[config.mk]
export PLATFORM = sky130hd
export DESIGN_NAME = power_up_delay_and_power_modes
export DESIGN_NICKNAME = d
export VERILOG_FILES = /design/src/hdl/pwr_seq_pkg.sv /design/src/hdl/delay_timer_if.sv /design/src/hdl/startup_delay_timer.sv /design/src/hdl/power_up_delay_and_power_modes.sv
export SDC_FILE = /design/constraint.sdc
export NUM_CORES = 1
export LEC_CHECK = 0
export BUFFER_PORTS_ARGS = -buffer_cell sky130_fd_sc_hd__buf_2
export CORE_MARGIN = 5
export CORE_UTILIZATION = 35
export DETAILED_ROUTE_END_ITERATION = 16
export GPL_ROUTABILITY_DRIVEN = 0
export PLACE_DENSITY = 0.52
export SETUP_SLACK_MARGIN = 0.3
export SLEW_MARGIN = 20
export SYNTH_ARGS = -nofsm -noshare
export SYNTH_HDL_FRONTEND = slang
export SYNTH_HIERARCHICAL = 1
export SYNTH_SLANG_ARGS = --single-unit
[constraint.sdc]
create_clock -name core_clk -period 6.2 [get_ports core_clk]
set_input_delay 0.31 -clock core_clk [delete_from_list [all_inputs] [get_ports core_clk]]
set_output_delay 0.31 -clock core_clk [all_outputs]
set_load 0.005 [all_outputs]
[src/hdl/pwr_seq_pkg.sv]
package pwr_seq_pkg;

    // ----------
    // Timing
    // ----------
    localparam int CLK_PERIOD_NS = 4;
    localparam int PLL_LOCK_MS = 2;
    // A least time, so the cycle count rounds up.
    localparam int PLL_LOCK_CYCLES = (PLL_LOCK_MS * 1000000 + CLK_PERIOD_NS - 1) / CLK_PERIOD_NS;
    localparam int POWER_DELAY_CYCLES = 16384;
    localparam int EXEC_DELAY_CYCLES = 16;
    localparam int CRYSTAL_START_CYCLES = 1024;
    localparam int OLD_PAUSE_CYCLES = 2;
    localparam int NEW_PAUSE_CYCLES = 4;
    localparam int TMR_W = 20;
    localparam int EXEC_W = 16;
    localparam int PAUSE_W = 3;

    // ----------
    // Register map and fields
    // ----------
    localparam logic [11:0] OFS_CLOCK_CONTROL = 12'h000;
    localparam logic [11:0] OFS_CONFIG = 12'h004;
    localparam logic [11:0] OFS_TIMER1_CTRL = 12'h008;
    localparam logic [11:0] OFS_STATUS = 12'h00c;
    localparam int IDLE_ON_HALT_BIT = 7;
    localparam int READY_FLAG_BIT = 3;
    localparam int CHOICE_LO = 0;
    localparam int T1_OSC_EN_BIT = 3;
    localparam int CFG_DELAY_EN_N_BIT = 0;
    localparam int CFG_MODE_LO = 4;
    localparam int ST_MODE_LO = 0;
    localparam int ST_CPU_CLK_BIT = 4;
    localparam int ST_PERIPH_CLK_BIT = 5;
    localparam int ST_CORE_RUN_BIT = 6;
    localparam int ST_PAUSE_BIT = 7;
    localparam int ST_SEQ_LO = 8;
    localparam logic [7:0] CFG_RESET_VAL = 8'h20;
    localparam logic [1:0] CHOICE_SECONDARY = 2'h1;

    // ----------
    // Primary clock configuration codes
    // ----------
    localparam logic [3:0] LOW_POWER_CRYSTAL_MODE = 4'h0;
    localparam logic [3:0] CRYSTAL_MODE = 4'h1;
    localparam logic [3:0] HIGH_SPEED_CRYSTAL_MODE = 4'h2;
    localparam logic [3:0] HIGH_SPEED_PLL_MODE = 4'h3;
    localparam logic [3:0] EXTERNAL_CLOCK_IN_MODE = 4'h4;
    localparam logic [3:0] EXTERNAL_CLOCK_IO_MODE = 4'h5;
    localparam logic [3:0] RESISTOR_CAPACITOR_OSC_MODE = 4'h6;
    localparam logic [3:0] RESISTOR_CAPACITOR_IO_MODE = 4'h7;
    localparam logic [3:0] INTERNAL_OSC_CLKOUT_MODE = 4'h8;
    localparam logic [3:0] INTERNAL_OSC_DUAL_IO_MODE = 4'h9;

    typedef enum logic [1:0] {SRC_PRI, SRC_SEC, SRC_INT} clk_src_type;
    typedef enum logic [2:0] {SEQ_WAIT_SUPPLY, SEQ_POWER_DELAY, SEQ_OSC_START, SEQ_PLL_LOCK, SEQ_READY} seq_type;
    typedef enum logic [1:0] {HALT_RUN, HALT_IDLE, HALT_SLEEP} halt_type;
    typedef enum logic [1:0] {SW_NONE, SW_OLD, SW_NEW} sw_type;
    typedef enum logic [2:0] {
        PRIMARY_RUN, SECONDARY_RUN, INTERNAL_OSC_RUN,
        PRIMARY_IDLE, SECONDARY_IDLE, INTERNAL_OSC_IDLE, SLEEP_MODE
    } power_mode_type;

    // Crystal modes need the start-up count; the PLL mode is a crystal mode too.
    function automatic logic isCrystal(input logic [3:0] mode);
        return mode == LOW_POWER_CRYSTAL_MODE || mode == CRYSTAL_MODE ||
               mode == HIGH_SPEED_CRYSTAL_MODE || mode == HIGH_SPEED_PLL_MODE;
    endfunction

    // The low choice bit is a don't-care once the high bit is set.
    function automatic clk_src_type srcOfChoice(input logic [1:0] choice);
        if (choice[1]) begin
            return SRC_INT;
        end
        return choice[0] ? SRC_SEC : SRC_PRI;
    endfunction

endpackage

[src/hdl/delay_timer_if.sv]
`timescale 1ns/1ps
interface delay_timer_if;
    logic start;
    logic tick;
    logic [pwr_seq_pkg::TMR_W-1:0] loadVal;
    logic done;
    logic busy;

    modport ctrl (output start, output tick, output loadVal, input done, input busy);
    modport tmr (input start, input tick, input loadVal, output done, output busy);
endinterface

[src/hdl/startup_delay_timer.sv]
`timescale 1ns/1ps
module startup_delay_timer (
    input wire logic core_clk,
    input wire logic rst_n,
    input wire logic ce,
    delay_timer_if.tmr tmr
);

    typedef struct packed {
        logic [pwr_seq_pkg::TMR_W-1:0] count;
        logic done;
    } tmr_state_type;

    tmr_state_type tmrFf;
    tmr_state_type nxt_tmr;

    // ----------
    // Down counter
    // ----------
    // A start reloads even a running count, so the sequencer can chain
    // phases back to back without a gap cycle.
    always_comb begin
        nxt_tmr = tmrFf;
        nxt_tmr.done = 1'b0;
        if (tmr.start) begin
            nxt_tmr.count = tmr.loadVal;
        end else if (tmr.tick && tmrFf.count != '0) begin
            nxt_tmr.count = tmrFf.count - 1'b1;
            nxt_tmr.done = (tmrFf.count == pwr_seq_pkg::TMR_W'(1));
        end
    end

    // Register the whole state; low clock enable freezes it.
    always_ff @(posedge core_clk or negedge rst_n) begin
        if (!rst_n) begin
            tmrFf <= '0;
        end else if (ce) begin
            tmrFf <= nxt_tmr;
        end
    end

    assign tmr.done = tmrFf.done;
    assign tmr.busy = tmrFf.count != '0;

endmodule // startup_delay_timer

[src/hdl/power_up_delay_and_power_modes.sv]
// The APB register port and the placing of the registers are this design's own decisions.
`timescale 1ns/1ps
// Notes on behaviour
// [RULE_01] Power-on delay runs only when its enable bit is zero.
// [RULE_02] Core reset held until supply and primary clock are stable.
// [RULE_03] Crystal modes count 1024 oscillator cycles before clocking the device.
// [RULE_04] PLL mode waits 2 ms more after the crystal count.
// [RULE_05] Primary-clock-ready flag sets once all start-up delays end.
// [RULE_06] Execution-start delay runs alongside the others, or alone.
// [RULE_07] In sleep, dual-IO frees both pins; RC-IO and external-IO free pin two.
// [RULE_08] In sleep, pin two is low in RC, clock-out and external modes.
// [RULE_09] Seven modes: three run, three idle, and sleep without a clock.
// [RULE_10] Halt-idle bit sets CPU clocking; choice bits pick the source.
// [RULE_11] Choice 00 primary, 01 secondary, 1x internal.
// [RULE_12] New choice switches at once if the source runs, after a pause.
// [RULE_13] Only SLEEP enters idle or sleep; bit zero gives sleep, clocks off.
// [RULE_14] Bit one gives idle: CPU stopped, peripherals on the chosen source.
// [RULE_15] Without SLEEP the CPU and peripherals are clocked.
// [RULE_16] Mode follows the halt-idle bit sampled when SLEEP executes.
// [RULE_17] Software sets choice or halt-idle bit before SLEEP.
// [RULE_18] Secondary selection ignored unless the timer1 oscillator is on.
// [RULE_19] A switch pauses two old plus three to four new cycles.
// [RULE_20] Power-on and execution-start delay lengths are parameters.
module power_up_delay_and_power_modes #(
    parameter int POWER_DELAY_CYCLES = pwr_seq_pkg::POWER_DELAY_CYCLES,
    parameter int EXEC_DELAY_CYCLES = pwr_seq_pkg::EXEC_DELAY_CYCLES,
    parameter int PLL_LOCK_CYCLES = pwr_seq_pkg::PLL_LOCK_CYCLES
) (
    input wire logic core_clk,
    input wire logic rst_n,
    input wire logic ce,
    input wire logic psel,
    input wire logic penable,
    input wire logic pwrite,
    input wire logic [11:0] paddr,
    input wire logic [31:0] pwdata,
    output logic [31:0] prdata,
    output logic pready,
    output logic pslverr,
    input wire logic supplyStable,
    input wire logic primTick,
    input wire logic secTick,
    input wire logic intTick,
    input wire logic secRunning,
    input wire logic intRunning,
    input wire logic sleepExec,
    input wire logic wakeReq,
    output logic coreReset_n,
    output logic cpuClkEn,
    output logic periphClkEn,
    output logic [1:0] clkSel,
    output logic clkPause,
    output logic portBit7Sel,
    output logic portBit6Sel,
    output logic osc2Out,
    output logic osc2Oe
);

    // ----------
    // State
    // ----------
    typedef struct packed {
        pwr_seq_pkg::seq_type seq;
        logic [pwr_seq_pkg::EXEC_W-1:0] execCnt;
        logic execDone;
        logic readyFlag;
        logic coreRun;
        logic idleOnHalt;
        logic [1:0] choice;
        logic t1En;
        logic [7:0] cfg;
        pwr_seq_pkg::clk_src_type activeSrc;
        pwr_seq_pkg::clk_src_type targetSrc;
        pwr_seq_pkg::sw_type sw;
        logic [pwr_seq_pkg::PAUSE_W-1:0] pauseCnt;
        pwr_seq_pkg::halt_type halt;
        logic [1:0] clkDiv;
        logic osc2Level;
        logic [31:0] rdata;
    } core_state_type;

    core_state_type coreFf;
    core_state_type nxt_core;
    delay_timer_if tmrBus();

    logic [3:0] oscMode;
    logic apbSetup;
    logic apbWrite;
    logic addrHit;
    logic srcRunning;
    logic oldTick;
    logic newTick;
    pwr_seq_pkg::clk_src_type reqSrc;
    pwr_seq_pkg::power_mode_type powerMode;

    startup_delay_timer u_timer (
        .core_clk(core_clk),
        .rst_n(rst_n),
        .ce(ce),
        .tmr(tmrBus.tmr)
    );

    // Tick of a given source, used for both halves of the switch pause.
    function automatic logic srcTick(input pwr_seq_pkg::clk_src_type s, input logic p, input logic q,
                                     input logic r);
        case (s)
            pwr_seq_pkg::SRC_PRI: return p;
            pwr_seq_pkg::SRC_SEC: return q;
            default: return r;
        endcase
    endfunction

    // ----------
    // Decode
    // ----------
    assign oscMode = coreFf.cfg[pwr_seq_pkg::CFG_MODE_LO +: 4];
    assign apbSetup = psel && !penable;
    assign apbWrite = psel && penable && pwrite && ce;
    assign addrHit = paddr == pwr_seq_pkg::OFS_CLOCK_CONTROL || paddr == pwr_seq_pkg::OFS_CONFIG ||
                     paddr == pwr_seq_pkg::OFS_TIMER1_CTRL || paddr == pwr_seq_pkg::OFS_STATUS;
    assign reqSrc = pwr_seq_pkg::srcOfChoice(coreFf.choice); // [RULE_11]
    assign oldTick = srcTick(coreFf.activeSrc, primTick, secTick, intTick);
    assign newTick = srcTick(coreFf.targetSrc, primTick, secTick, intTick);

    // A source may be switched to only while it is running.
    always_comb begin
        case (reqSrc)
            pwr_seq_pkg::SRC_PRI: srcRunning = coreFf.readyFlag;
            pwr_seq_pkg::SRC_SEC: srcRunning = secRunning && coreFf.t1En;
            default: srcRunning = intRunning;
        endcase
    end

    // Operating mode as software sees it; sleep overrides the source.
    always_comb begin
        case (coreFf.halt)
            pwr_seq_pkg::HALT_SLEEP: powerMode = pwr_seq_pkg::SLEEP_MODE; // [RULE_09]
            pwr_seq_pkg::HALT_IDLE: powerMode = pwr_seq_pkg::power_mode_type'(3'(coreFf.activeSrc) + 3'h3);
            default: powerMode = pwr_seq_pkg::power_mode_type'(3'(coreFf.activeSrc));
        endcase
    end

    // ----------
    // Next state
    // ----------
    // The timer is shared by the power-on, crystal and PLL phases; only one
    // of them is ever live, which saves two wide counters.
    always_comb begin
        nxt_core = coreFf;
        tmrBus.start = 1'b0;
        tmrBus.loadVal = '0;
        tmrBus.tick = 1'b1;

        // Start-up sequencer; a supply drop sends it back to the start.
        case (coreFf.seq)
            pwr_seq_pkg::SEQ_WAIT_SUPPLY: begin
                if (supplyStable) begin
                    nxt_core.execCnt = pwr_seq_pkg::EXEC_W'(EXEC_DELAY_CYCLES); // [RULE_06] [RULE_20]
                    if (!coreFf.cfg[pwr_seq_pkg::CFG_DELAY_EN_N_BIT]) begin
                        tmrBus.start = 1'b1; // [RULE_01]
                        tmrBus.loadVal = pwr_seq_pkg::TMR_W'(POWER_DELAY_CYCLES); // [RULE_20]
                        nxt_core.seq = pwr_seq_pkg::SEQ_POWER_DELAY;
                    end else begin
                        nxt_core.seq = pwr_seq_pkg::SEQ_OSC_START;
                    end
                end
            end
            pwr_seq_pkg::SEQ_POWER_DELAY: begin
                if (tmrBus.done) begin
                    nxt_core.seq = pwr_seq_pkg::SEQ_OSC_START;
                end
            end
            pwr_seq_pkg::SEQ_OSC_START: begin
                // Entry cycle: arm the crystal count, or skip it for non-crystal modes.
                if (!pwr_seq_pkg::isCrystal(oscMode)) begin
                    nxt_core.seq = pwr_seq_pkg::SEQ_READY;
                end else if (!tmrBus.busy && !tmrBus.done) begin
                    tmrBus.start = 1'b1;
                    tmrBus.loadVal = pwr_seq_pkg::TMR_W'(pwr_seq_pkg::CRYSTAL_START_CYCLES); // [RULE_03]
                end else begin
                    tmrBus.tick = primTick; // [RULE_03]
                    if (tmrBus.done && oscMode == pwr_seq_pkg::HIGH_SPEED_PLL_MODE) begin
                        tmrBus.start = 1'b1; // [RULE_04]
                        tmrBus.loadVal = pwr_seq_pkg::TMR_W'(PLL_LOCK_CYCLES);
                        nxt_core.seq = pwr_seq_pkg::SEQ_PLL_LOCK;
                    end else if (tmrBus.done) begin
                        nxt_core.seq = pwr_seq_pkg::SEQ_READY;
                    end
                end
            end
            pwr_seq_pkg::SEQ_PLL_LOCK: begin
                if (tmrBus.done) begin
                    nxt_core.seq = pwr_seq_pkg::SEQ_READY; // [RULE_04]
                end
            end
            pwr_seq_pkg::SEQ_READY: begin
                nxt_core.readyFlag = 1'b1; // [RULE_05]
            end
            default: nxt_core.seq = pwr_seq_pkg::SEQ_WAIT_SUPPLY;
        endcase

        // Execution-start delay counts beside the other phases.
        if (coreFf.seq != pwr_seq_pkg::SEQ_WAIT_SUPPLY) begin
            if (coreFf.execCnt != '0) begin
                nxt_core.execCnt = coreFf.execCnt - 1'b1; // [RULE_06]
            end
            nxt_core.execDone = coreFf.execCnt <= pwr_seq_pkg::EXEC_W'(1);
        end
        nxt_core.coreRun = coreFf.seq == pwr_seq_pkg::SEQ_READY && coreFf.execDone; // [RULE_02]

        if (!supplyStable) begin
            nxt_core.seq = pwr_seq_pkg::SEQ_WAIT_SUPPLY; // [RULE_02]
            nxt_core.readyFlag = 1'b0;
            nxt_core.execDone = 1'b0;
            nxt_core.coreRun = 1'b0;
            nxt_core.halt = pwr_seq_pkg::HALT_RUN;
            nxt_core.activeSrc = pwr_seq_pkg::SRC_PRI;
            nxt_core.sw = pwr_seq_pkg::SW_NONE;
        end

        // Glitch-free switch: two old-source cycles, then four new ones.
        case (coreFf.sw)
            pwr_seq_pkg::SW_NONE: begin
                if (coreFf.coreRun && coreFf.halt != pwr_seq_pkg::HALT_SLEEP && reqSrc != coreFf.activeSrc &&
                    srcRunning) begin
                    nxt_core.sw = pwr_seq_pkg::SW_OLD; // [RULE_12]
                    nxt_core.targetSrc = reqSrc;
                    nxt_core.pauseCnt = pwr_seq_pkg::PAUSE_W'(pwr_seq_pkg::OLD_PAUSE_CYCLES);
                end
            end
            pwr_seq_pkg::SW_OLD: begin
                if (oldTick) begin
                    nxt_core.pauseCnt = coreFf.pauseCnt - 1'b1;
                    if (coreFf.pauseCnt == pwr_seq_pkg::PAUSE_W'(1)) begin
                        nxt_core.sw = pwr_seq_pkg::SW_NEW; // [RULE_19]
                        nxt_core.pauseCnt = pwr_seq_pkg::PAUSE_W'(pwr_seq_pkg::NEW_PAUSE_CYCLES);
                    end
                end
            end
            pwr_seq_pkg::SW_NEW: begin
                if (newTick) begin
                    nxt_core.pauseCnt = coreFf.pauseCnt - 1'b1;
                    if (coreFf.pauseCnt == pwr_seq_pkg::PAUSE_W'(1)) begin
                        nxt_core.sw = pwr_seq_pkg::SW_NONE; // [RULE_19]
                        nxt_core.activeSrc = coreFf.targetSrc;
                    end
                end
            end
            default: nxt_core.sw = pwr_seq_pkg::SW_NONE;
        endcase

        // SLEEP samples the halt-idle bit in its own cycle; a wake request returns to run.
        if (coreFf.coreRun && coreFf.halt == pwr_seq_pkg::HALT_RUN && sleepExec) begin
            nxt_core.halt = coreFf.idleOnHalt ? pwr_seq_pkg::HALT_IDLE : pwr_seq_pkg::HALT_SLEEP; // [RULE_13] [RULE_16]
        end else if (coreFf.halt != pwr_seq_pkg::HALT_RUN && wakeReq) begin
            nxt_core.halt = pwr_seq_pkg::HALT_RUN; // [RULE_15]
        end

        // Instruction-rate clock on pin two: one toggle per two primary cycles.
        if (primTick) begin
            nxt_core.clkDiv = coreFf.clkDiv + 1'b1;
            nxt_core.osc2Level = coreFf.clkDiv[0] ? ~coreFf.osc2Level : coreFf.osc2Level;
        end

        // Register writes; writes take effect only in the access phase.
        if (apbWrite && paddr == pwr_seq_pkg::OFS_CLOCK_CONTROL) begin
            nxt_core.idleOnHalt = pwdata[pwr_seq_pkg::IDLE_ON_HALT_BIT]; // [RULE_10]
            if (pwdata[pwr_seq_pkg::CHOICE_LO +: 2] != pwr_seq_pkg::CHOICE_SECONDARY || coreFf.t1En) begin
                nxt_core.choice = pwdata[pwr_seq_pkg::CHOICE_LO +: 2]; // [RULE_10] [RULE_18]
            end
        end
        if (apbWrite && paddr == pwr_seq_pkg::OFS_CONFIG) begin
            nxt_core.cfg = pwdata[7:0];
        end
        if (apbWrite && paddr == pwr_seq_pkg::OFS_TIMER1_CTRL) begin
            nxt_core.t1En = pwdata[pwr_seq_pkg::T1_OSC_EN_BIT];
        end

        // Read data is captured in the setup phase, so it is a flop in the access phase.
        if (apbSetup) begin
            nxt_core.rdata = '0;
            case (paddr)
                pwr_seq_pkg::OFS_CLOCK_CONTROL: begin
                    nxt_core.rdata[pwr_seq_pkg::IDLE_ON_HALT_BIT] = coreFf.idleOnHalt;
                    nxt_core.rdata[pwr_seq_pkg::READY_FLAG_BIT] = coreFf.readyFlag; // [RULE_05]
                    nxt_core.rdata[pwr_seq_pkg::CHOICE_LO +: 2] = coreFf.choice;
                end
                pwr_seq_pkg::OFS_CONFIG: nxt_core.rdata[7:0] = coreFf.cfg;
                pwr_seq_pkg::OFS_TIMER1_CTRL: nxt_core.rdata[pwr_seq_pkg::T1_OSC_EN_BIT] = coreFf.t1En;
                pwr_seq_pkg::OFS_STATUS: begin
                    nxt_core.rdata[pwr_seq_pkg::ST_MODE_LO +: 3] = powerMode;
                    nxt_core.rdata[pwr_seq_pkg::ST_CPU_CLK_BIT] = cpuClkEn;
                    nxt_core.rdata[pwr_seq_pkg::ST_PERIPH_CLK_BIT] = periphClkEn;
                    nxt_core.rdata[pwr_seq_pkg::ST_CORE_RUN_BIT] = coreFf.coreRun;
                    nxt_core.rdata[pwr_seq_pkg::ST_PAUSE_BIT] = clkPause;
                    nxt_core.rdata[pwr_seq_pkg::ST_SEQ_LO +: 3] = coreFf.seq;
                end
                default: nxt_core.rdata = '0;
            endcase
        end
    end

    // Register the whole state; low clock enable freezes it.
    always_ff @(posedge core_clk or negedge rst_n) begin
        if (!rst_n) begin
            coreFf <= '0;
            coreFf.cfg <= pwr_seq_pkg::CFG_RESET_VAL;
        end else if (ce) begin
            coreFf <= nxt_core;
        end
    end

    // ----------
    // Outputs
    // ----------
    // The bus never waits, except that a frozen block holds the transfer off.
    assign pready = ce;
    assign pslverr = psel && penable && !addrHit;
    assign prdata = coreFf.rdata;
    assign coreReset_n = coreFf.coreRun; // [RULE_02]
    assign clkPause = coreFf.sw != pwr_seq_pkg::SW_NONE; // [RULE_19]
    assign clkSel = coreFf.activeSrc; // [RULE_11]
    assign cpuClkEn = coreFf.coreRun && coreFf.halt == pwr_seq_pkg::HALT_RUN && !clkPause; // [RULE_14] [RULE_15]
    assign periphClkEn = coreFf.coreRun && coreFf.halt != pwr_seq_pkg::HALT_SLEEP && !clkPause; // [RULE_13]

    // Pin two carries the clock out only in the RC, clock-out and external-in modes; in sleep it is driven low.
    always_comb begin
        portBit7Sel = oscMode == pwr_seq_pkg::INTERNAL_OSC_DUAL_IO_MODE; // [RULE_07]
        portBit6Sel = oscMode == pwr_seq_pkg::INTERNAL_OSC_DUAL_IO_MODE ||
                      oscMode == pwr_seq_pkg::RESISTOR_CAPACITOR_IO_MODE ||
                      oscMode == pwr_seq_pkg::EXTERNAL_CLOCK_IO_MODE; // [RULE_07]
        osc2Oe = oscMode == pwr_seq_pkg::RESISTOR_CAPACITOR_OSC_MODE ||
                 oscMode == pwr_seq_pkg::INTERNAL_OSC_CLKOUT_MODE ||
                 oscMode == pwr_seq_pkg::EXTERNAL_CLOCK_IN_MODE;
        osc2Out = osc2Oe && coreFf.osc2Level && coreFf.halt != pwr_seq_pkg::HALT_SLEEP; // [RULE_08]
    end

endmodule // power_up_delay_and_power_modes

* Yosys cells after proc, flatten, opt, wreduce, memory -nomap -nowiden
Cells that the tools add are included.
Operators by class: mux-type cells 62, add/subtract/negate cells 5, bitwise gates (word level) 1, eq/ne operators 37, reduce and logical (&&, ||, !) cells 68, $lt $le $gt $ge 1
Operator list (number):
- two-way mux 19 bit | 4
- one-hot mux 19 bit (2 select lines) | 1
- two-way mux 16 bit | 2
- two-way mux 15 bit | 2
- two-way mux 2 bit | 13
- == test 12 x 4 -> 1 bit (second input constant) | 2
- two-way mux 3 bit | 8
- logical AND 1 bit | 23
- two-way mux 21 bit | 1
- == test 20 x 1 -> 1 bit (second input constant) | 1
- two-way mux 20 bit | 1
- two-way mux 5 bit | 4
- nonzero test 20 bit | 1
- subtractor 20 x 1 -> 20 bit (second input constant) | 1
- AND reduction 2 bit | 9
- two-way mux 17 bit | 1
- == test 4 x 3 -> 1 bit (second input constant) | 4
- <= comparator 16 x 1 -> 1 bit (second input constant) | 1
- nonzero test 16 bit | 1
- subtractor 16 x 1 -> 16 bit (second input constant) | 1
- one-hot mux 3 bit (5 select lines) | 1
- == test 12 x 3 -> 1 bit (second input constant) | 1
- zero test 12 bit | 1
- two-way mux 1 bit | 12
- other kinds (33) | 78
Word-level totals: bits in registers 80, output and inout bits 44, logic and storage cells 193, bits of input ports 58

* Logic depth before layout (Yosys ltp)
Gate-level depths: netlist of the first run.
depth after elaboration 9, gate-level depth with buffers 14, depth with buffers taken out 12

* Cells and area by module
The synthesis of the first run kept the hierarchy.
By module, submodules not included:
- power_up_delay_and_power_modes | cells an instance 424, area each 3831.2 sq um, seq. area each 1452.6 sq um, times used 1
- startup_delay_timer | cells an instance 171, area each 1500.2 sq um, seq. area each 525.5 sq um, times used 1

* Worst setup path after synthesis of the first run
Ideal clock, no wire load.
kind register -> register, from reg u_timer/tmrFf[1] (netlist bit), to reg u_timer/tmrFf[7] (netlist bit), setup slack 3.371 ns, buffers on the path 3, arrival time 2.702 ns, data required time 6.074 ns, setup time 0.126 ns, cell stages (with the launch flop) 14, clock period less this slack 2.829 ns, cell sequence dfrtp_1 inv_1 ha_1 nor4b_1 and2_1 buf_2 nand2_1 nor3_1 or3_1 clkbuf_1 o21ai_0 a31o_2 buf_2 a221o_1
On the way: elaborated cells on any way between the ends 18, those cells by class 1 x add/sub; 11 x mux; 6 x reduce/logical
RTL lines:
- start, declared | RTL line startup_delay_timer.sv:14 | tmr_state_type tmrFf;
- start signal, assigned | RTL line startup_delay_timer.sv:38 | tmrFf <= nxt_tmr;
- nonzero test 20 bit * | RTL line startup_delay_timer.sv:43 | assign tmr.busy = tmrFf.count != '0;
- via tmrBus.busy | RTL line delay_timer_if.sv:7 | logic busy;
- zero test 1 bit * | RTL line power_up_delay_and_power_modes.sv:177 | end else if (!tmrBus.busy && !tmrBus.done) begin
- logical AND 1 bit * | RTL line power_up_delay_and_power_modes.sv:177
- two-way mux 1 bit * | RTL line power_up_delay_and_power_modes.sv:177
- two-way mux 1 bit * | RTL line power_up_delay_and_power_modes.sv:175 | if (!pwr_seq_pkg::isCrystal(oscMode)) begin
- one-hot mux 1 bit (2 select lines) * | RTL line power_up_delay_and_power_modes.sv:155 | case (coreFf.seq)
- via tmrBus.start | RTL line delay_timer_if.sv:3 | logic start;
- nonzero test 2 bit (no line)
- AND reduction 2 bit (no line)
Mark *: on every way through the listed nets, which the timed path passes. The rest lies on a longest branch. The select of a mux whose other input is x is not followed. A chain may end at the register's enable or synchronous reset.

* Worst setup path after layout of the first run
from reg u_timer/tmrFf[1] (netlist bit), to reg u_timer/tmrFf[17] (netlist bit)
The elaborated chain is that of the path after synthesis.

==> results of run 1 <==
report_power, final:
group          internal [mW]  switching (mW)
sequential             0.634           0.167
clock                  0.393           0.213
combinational          0.301           0.441
stage by stage:
| step | instance area, µm² | hold WS [ps] |
|---|---|---|
| 2_1_floorplan | 5450 | 14.4 |
| 3_3_place_gp | 5560 | 233 |
| 3_5_place_dp | 5560 | 241 |
| 4_1_cts | 5900 | 188 |
| 5_1_grt | 5910 | 187 |
| 6_report | 5910 | 204 |
cell type report:
type | instances | area, µm² | area share [%]
clock inverters | 5 | 108 | 1.82
repair buffers | 59 | 308 | 5.21
flip-flops and latches | 79 | 1980 | 33.5
multi-input cells | 456 | 2940 | 49.8
clock buffers | 10 | 229 | 3.88
well taps | 188 | 235 | 3.98
inverters | 29 | 109 | 1.84
registers in the layout (all words and copies together) (netlist names):
name,flops
coreFf,44
u_timer/tmrFf,20
prdata,11
clkSel,2
coreReset_n,1
u_timer/tmr.done,1
metal layers:
| metal | global-route usage [%] | part of all wire, % | vias up | wire, µm |
|---|---|---|---|---|
| li1 | - | - | 2214 | - |
| met1 | 20.4 | 46 | 2276 | 6250 |
| met2 | 25.6 | 47 | 133 | 6340 |
| met3 | 4.19 | 5.4 | 18 | 730 |
| met4 | 4.69 | 1.3 | 0 | 182 |
| met5 | 0 | 0 | - | 0 |
cells in the final DEF (no fill, tap or decap), types with 9 or more instances in the layout:
| cell type | count |
|---|---|
| dfrtp_1 | 78 |
| buf_2 | 55 |
| nand2_1 | 52 |
| o21ai_0 | 47 |
| nor2_1 | 40 |
| conb_1 | 32 |
| inv_1 | 29 |
| a21oi_1 | 21 |
| nor3_1 | 19 |
| nor4_1 | 18 |
| ha_1 | 18 |
| mux2_2 | 14 |
| nand3_1 | 10 |
| a21o_1 | 9 |
| or3_1 | 9 |
| o22ai_1 | 9 |
| mux2i_1 | 9 |
| nand4_1 | 9 |
| clkbuf_16 | 9 |
worst register-to-register path, delay by kind of cell, from the launching register on:
kind | cells | cell delay, ps
adder cells (fa/ha/maj) | 1 | 170
buffers and inverters | 2 | 420
flip-flops | 1 | 440
AO/OA/AOI/OAI | 3 | 460
AND/OR/NAND/NOR | 6 | 2250
final timing paths:
| check | depth (start not counted) | to |
|---|---|---|
| worst min register to register | 2 | prdata[1] |
| worst max-delay path | 12 | u_timer/tmrFf[17] |
| min in group asynchronous | 2 | coreFf[37] |
| max in group asynchronous | 3 | u_timer/tmrFf[20] |
| worst max register to register | 12 | u_timer/tmrFf[17] |
| worst min-delay path | 2 | coreFf[52] |
cells by family (layout without fill, tap and decap cells):
logic type	count (synthesis)	after routing	share of synthesized area [%]
AO/OA/AOI/OAI	163	163	21.4
XOR/XNOR	2	2	0.329
adder cells (fa/ha/maj)	18	18	4.22
buffers and inverters	91	103	10.0
flip-flops	79	79	37.1
multiplexers	23	23	4.65
other	1	32	0.0703
AND/OR/NAND/NOR	218	218	22.2
==> flow_summary.ini, run 1 <==
[sta]
min_period_ps = 3790
slew_headroom_pct = 40.0
max_freq_ghz = 0.264
report.final.slew_viol_count = 0
worst_pin_slew_ps = 899
fin_ws_ps = 2410
fin_skew_ps = 8.71
grt_setup_unrepaired = false
setup_viol = 0
setup_tns_ps = 0
finalHoldViolations = 0
finalCritPeriodShare_pct = 61.1

[setup_path]
max_stage_delay_ps = 660
cp.required_ps = 6480
crit_type = flip-flop to flip-flop
crit_path_end_kind = flip-flop
crit_buf_inv = 2
crit_path_start_kind = flip-flop
critical_path_arrival_ps = 4070
cp_slowest_cell = nor2_2
critPathLaunch = u_timer/tmrFf[1]
rrSetupSlack_ps = 2410
crit_top_cell = inv_1
critPathMaxFanout = 15
cp_cell_sequence = inv_1 > ha_1 > nor4b_1 > and2_1 > nand2_1 > nor3_1 > or3_1 > inv_1 > nor2_2 > o21ai_0 > a31oi_1 > a31o_1
path_delay_family = simple AND/OR/NAND/NOR gates
r2r_start = u_timer/tmrFf[1]

[global_routing]
grt_pass1_vias = 4593
grt_use_total_pct = 15.7
antenna_found_initial = 0
overflow = 0
grt_pass1_wl_um = 22900
grt_max_degree = 56

[routing]
vias = 4641
drt-initial-drc-count = 320
ant_nets = 0
drc = 0
finalWirelength_um = 13500
wire_per_inst_um = 16.4
viasPerCell = 5.62
drt_pass1_iterations = 5

[pwr]
peakVddDrop_v = 0.000196
power_density_nw_per_um2 = 364
p_leak_nw = 2.61
total_power_mw = 2.15

[yosys]
ys_seq_elements = 79
synth_commonest_cells = dfrtp_1 (78), nand2_1 (52), o21ai_0 (47)
netlist.area_leader.share_pct = 36.6
syn_inst = 595
ys_warn_count = 6
syn_area_um2 = 5330
synth_area_leaders = dfrtp_1 (37%), buf_4 (5.2%), o21ai_0 (4.4%)
synth_cell_types = 78
synth_top_flop_cell = dfrtp_1
syn_avg_cell_area_um2 = 8.96
synthArstFlopShare_pct = 100
yosysTopAreaCell = dfrtp_1
synth_edf_count = 0
synth_seq_area_share_pct = 37.1
yosysMostFrequentCell = dfrtp_1

[placement]
pre_cts_ws_ps = 2180
post-dp-hpwl_um = 9690
numPortBuffers = 56
dp.cells = 810

[run]
drv_cap = 0

[cts]
cts_buffer_depth = 2
cts_tree = yes
cts_setup_buffers = 0
clk_root_buffer_cell = clkbuf_16
cts_hold_buf = 1
clkTransAtPathRegs_ps = 60
clock_latency_ps = 350
post_cts_resized = 0
cts_sinks = 79
cts_max_level = 3
cts_buffers = 9

[cells_and_area]
drive_above_1_share_pct = 16.9
areaGrowthSynthToFinish_pct = 10.8
nets = 710
post-route-util_pct = 39.1
n_antenna_cell = 0
nFillCells = 1519
stdcell_count = 826

[min_path]
hold_path_class = input port to flip-flop
hold_start = pwdata[6]

[floorplan]
ios = 102
initial_core_util_pct = 35.3
core_area_um2 = 15100
row_count = 45
die_w_um = 133
die_h_um = 133
die_area_um2 = 17800

[run_status]
status = completed
Note: power is estimated with default switching activity, not from simulation.
==> run 2: changes to the inputs <==
--- a/config.mk
+++ b/config.mk
@@ -5,12 +5,13 @@
 export SDC_FILE = /design/constraint.sdc
 export NUM_CORES = 1
 export LEC_CHECK = 0
+export ABC_AREA = 1
 export BUFFER_PORTS_ARGS = -buffer_cell sky130_fd_sc_hd__buf_2
 export CORE_MARGIN = 5
 export CORE_UTILIZATION = 35
 export DETAILED_ROUTE_END_ITERATION = 16
 export GPL_ROUTABILITY_DRIVEN = 0
-export PLACE_DENSITY = 0.52
+export PLACE_DENSITY = 0.53
 export SETUP_SLACK_MARGIN = 0.3
 export SLEW_MARGIN = 20
 export SYNTH_ARGS = -nofsm -noshare
==> constraint.sdc (replaced) <==
create_clock -name core_clk -period 3.1 [get_ports core_clk]
set_input_delay 0.155 -clock core_clk [delete_from_list [all_inputs] [get_ports core_clk]]
set_output_delay 0.155 -clock core_clk [all_outputs]
set_load 0.005 [all_outputs]
==> flow_summary.ini, run 2 <==
[yosys]
netlist.area_leader.share_pct = 34.7
synth_area_leaders = dfrtp_1 (35%), nand2_1 (18%), inv_1 (6.3%)
synth_top_flop_cell = dfrtp_1
synth_edf_count = 0
syn_avg_cell_area_um2 = 6.83
syn_inst = 824
synth_cell_types = 41
synth_commonest_cells = nand2_1 (266), inv_1 (94), nor2_1 (91)
synthArstFlopShare_pct = 100
ys_warn_count = 6
syn_area_um2 = 5630
synth_seq_area_share_pct = 35.1
yosysTopAreaCell = dfrtp_1
ys_seq_elements = 79
yosysMostFrequentCell = nand2_1

[cts]
clock_latency_ps = 350
cts_max_level = 3
cts_sinks = 79
cts_tree = yes
cts_buffer_depth = 2
clkTransAtPathRegs_ps = 70
clk_root_buffer_cell = clkbuf_16
cts_buffers = 9

[floorplan]
die_h_um = 137
initial_core_util_pct = 35.6
ios = 102
die_area_um2 = 18700
die_w_um = 137
row_count = 46
core_area_um2 = 15800

[run]
drv_cap = 0

[setup_path]
critical_path_arrival_ps = 2720
cp_cell_sequence = nor2_2 > nand2_1 > nor2_2 > nand4_1 > or2_2 > nor2_1 > nand2_1 > inv_1 > nor2_1 > nand2_1 > inv_1 > nand3_1 > buf_4 > nor2_1 > nor2_1 > nor2_1
cp_slowest_cell = dfrtp_1
critPathLaunch = u_timer/tmrFf[9]
crit_path_start_kind = flip-flop
max_stage_delay_ps = 430
crit_top_cell = nor2_1
reg2reg_depth = 16
cp.required_ps = 3340
critPathMaxFanout = 21
crit_path_end_kind = flip-flop
r2r_start = u_timer/tmrFf[9]
crit_type = flip-flop to flip-flop

[pwr]
total_power_mw = 4.18
peakVddDrop_v = 0.000285
p_seq_share_pct = 34.6
clkPwrFrac_pct = 26.3
switching_share_pct = 43.7
p_int_mw = 2.35
p_sw_mw = 1.83
p_leak_nw = 3.28
power_density_nw_per_um2 = 661
comb_power_share_pct = 39.0

[min_path]
hold_path_class = input port to flip-flop
whs_path_depth = 2
hold_start = pwdata[2]

[global_routing]
grt_max_degree = 45
grt_use_total_pct = 16.1
overflow = 0
grt_pass1_wl_um = 23900
antenna_found_initial = 0
grt_pass1_vias = 4845

[cells_and_area]
layout_commonest_cell = nand2_1
nFillCells = 1711
areaGrowthSynthToFinish_pct = 12.3
final_cell_mix = nand2_1 (266), inv_1 (94), nor2_1 (91)
stdcell_count = 1105
regMostFlops = coreFf
largest_register_ffs = 44
n_antenna_cell = 0
nets = 960
drive_above_1_share_pct = 13.9
post-route-util_pct = 40.0

[routing]
drc = 0
finalWirelength_um = 14400
vias = 5059
wire_per_inst_um = 13.0
ant_nets = 0
drt-initial-drc-count = 289
drt_pass1_iterations = 4
viasPerCell = 4.58

[placement]
post-dp-hpwl_um = 10700
numPortBuffers = 56
dp.cells = 1086

[sta]
worst_pin_slew_ps = 720
finalHoldViolations = 0
fin_skew_ps = 7.50
setup_viol = 0
report.final.slew_viol_count = 0
grt_setup_unrepaired = false
setup_tns_ps = 0
max_freq_ghz = 0.404
min_period_ps = 2480
finalCritPeriodShare_pct = 79.9
slew_headroom_pct = 51.8

[run_status]
status = completed
==> run 2: final timing paths <==
check | slack (ps) | endpoint
worst max-delay path | 620 | u_timer/tmrFf[20]
worst min-delay path | 40 | coreFf[48]
worst max register to register | 620 | u_timer/tmrFf[20]
worst min register to register | 470 | prdata[4]
max in group asynchronous | 2020 | u_timer/tmrFf[20]
min in group asynchronous | 350 | prdata[1]
==> run 2: metrics by stage <==
step                      cell area [µm²]  hold slack [ps]  setup slack (ps)
final                                6320             35.8               623
after global routing                 6320             22.7               334
after CTS                            6310             23.8               471
after detailed placement             6000              220               494
after global placement               6000              210               513
after floorplan                      5750             -141               900
==> run 2: per-layer routing <==
metal	global-route usage, %	wire length (µm)	up-vias
li1	-	-	2671
met1	22.0	7100	2283
met2	25.7	6400	91
met3	2.57	705	14
met4	5.54	217	0
met5	0	0	-
==> run 2: area by class of cell <==
cell class,count,area [µm²],area share [%]
Clock inverter,7,70.1,1.11
Inverter,99,374,5.91
Clock buffer,9,225,3.56
Sequential cell,79,1980,31.3
Multi-Input combinational cell,629,3050,48.2
Tap cell,216,270,4.27
Timing Repair Buffer,66,360,5.70
==> run 2: logic make-up (layout without fill, tap and decap cells) <==
group / after synthesis / in the layout / share of synthesized area (%)
adders and majority gates: 18 / 18 / 4.00
and+or+nand+nor: 475 / 475 / 36.6
xor gates and xnor gates: 11 / 11 / 1.71
buffers and inverters: 147 / 181 / 12.8
muxes: 6 / 6 / 1.20
other: 1 / 32 / 0.0666
AOI/OAI and AO/OA: 87 / 87 / 8.42
DFF: 79 / 79 / 35.1
==> run 2: timing repair <==
action                                 4_1_cts  5_1_grt
hold buffers                                 1        0
setup buffers                                0        2
endpoints found under the hold margin       41        0
setup endpoints to repair                    0       11
resized for setup                            0        0
==> run 2: worst max-delay path, delay by kind of cell (launching register included) <==
kind,cells,cell delay [ps]
simple gates,13,1550
flops,1,430
buf+inv,3,400
==> run 2: power groups by stage <==
stage,logic [mW],registers [mW],clock network (mW)
3_3_place_gp,1.63,1.46,0
6_report,1.63,1.45,1.10
3_5_place_dp,1.64,1.46,0
2_1_floorplan,1.34,1.40,0
4_1_cts,1.65,1.45,1.13
5_1_grt,1.90,1.48,1.17
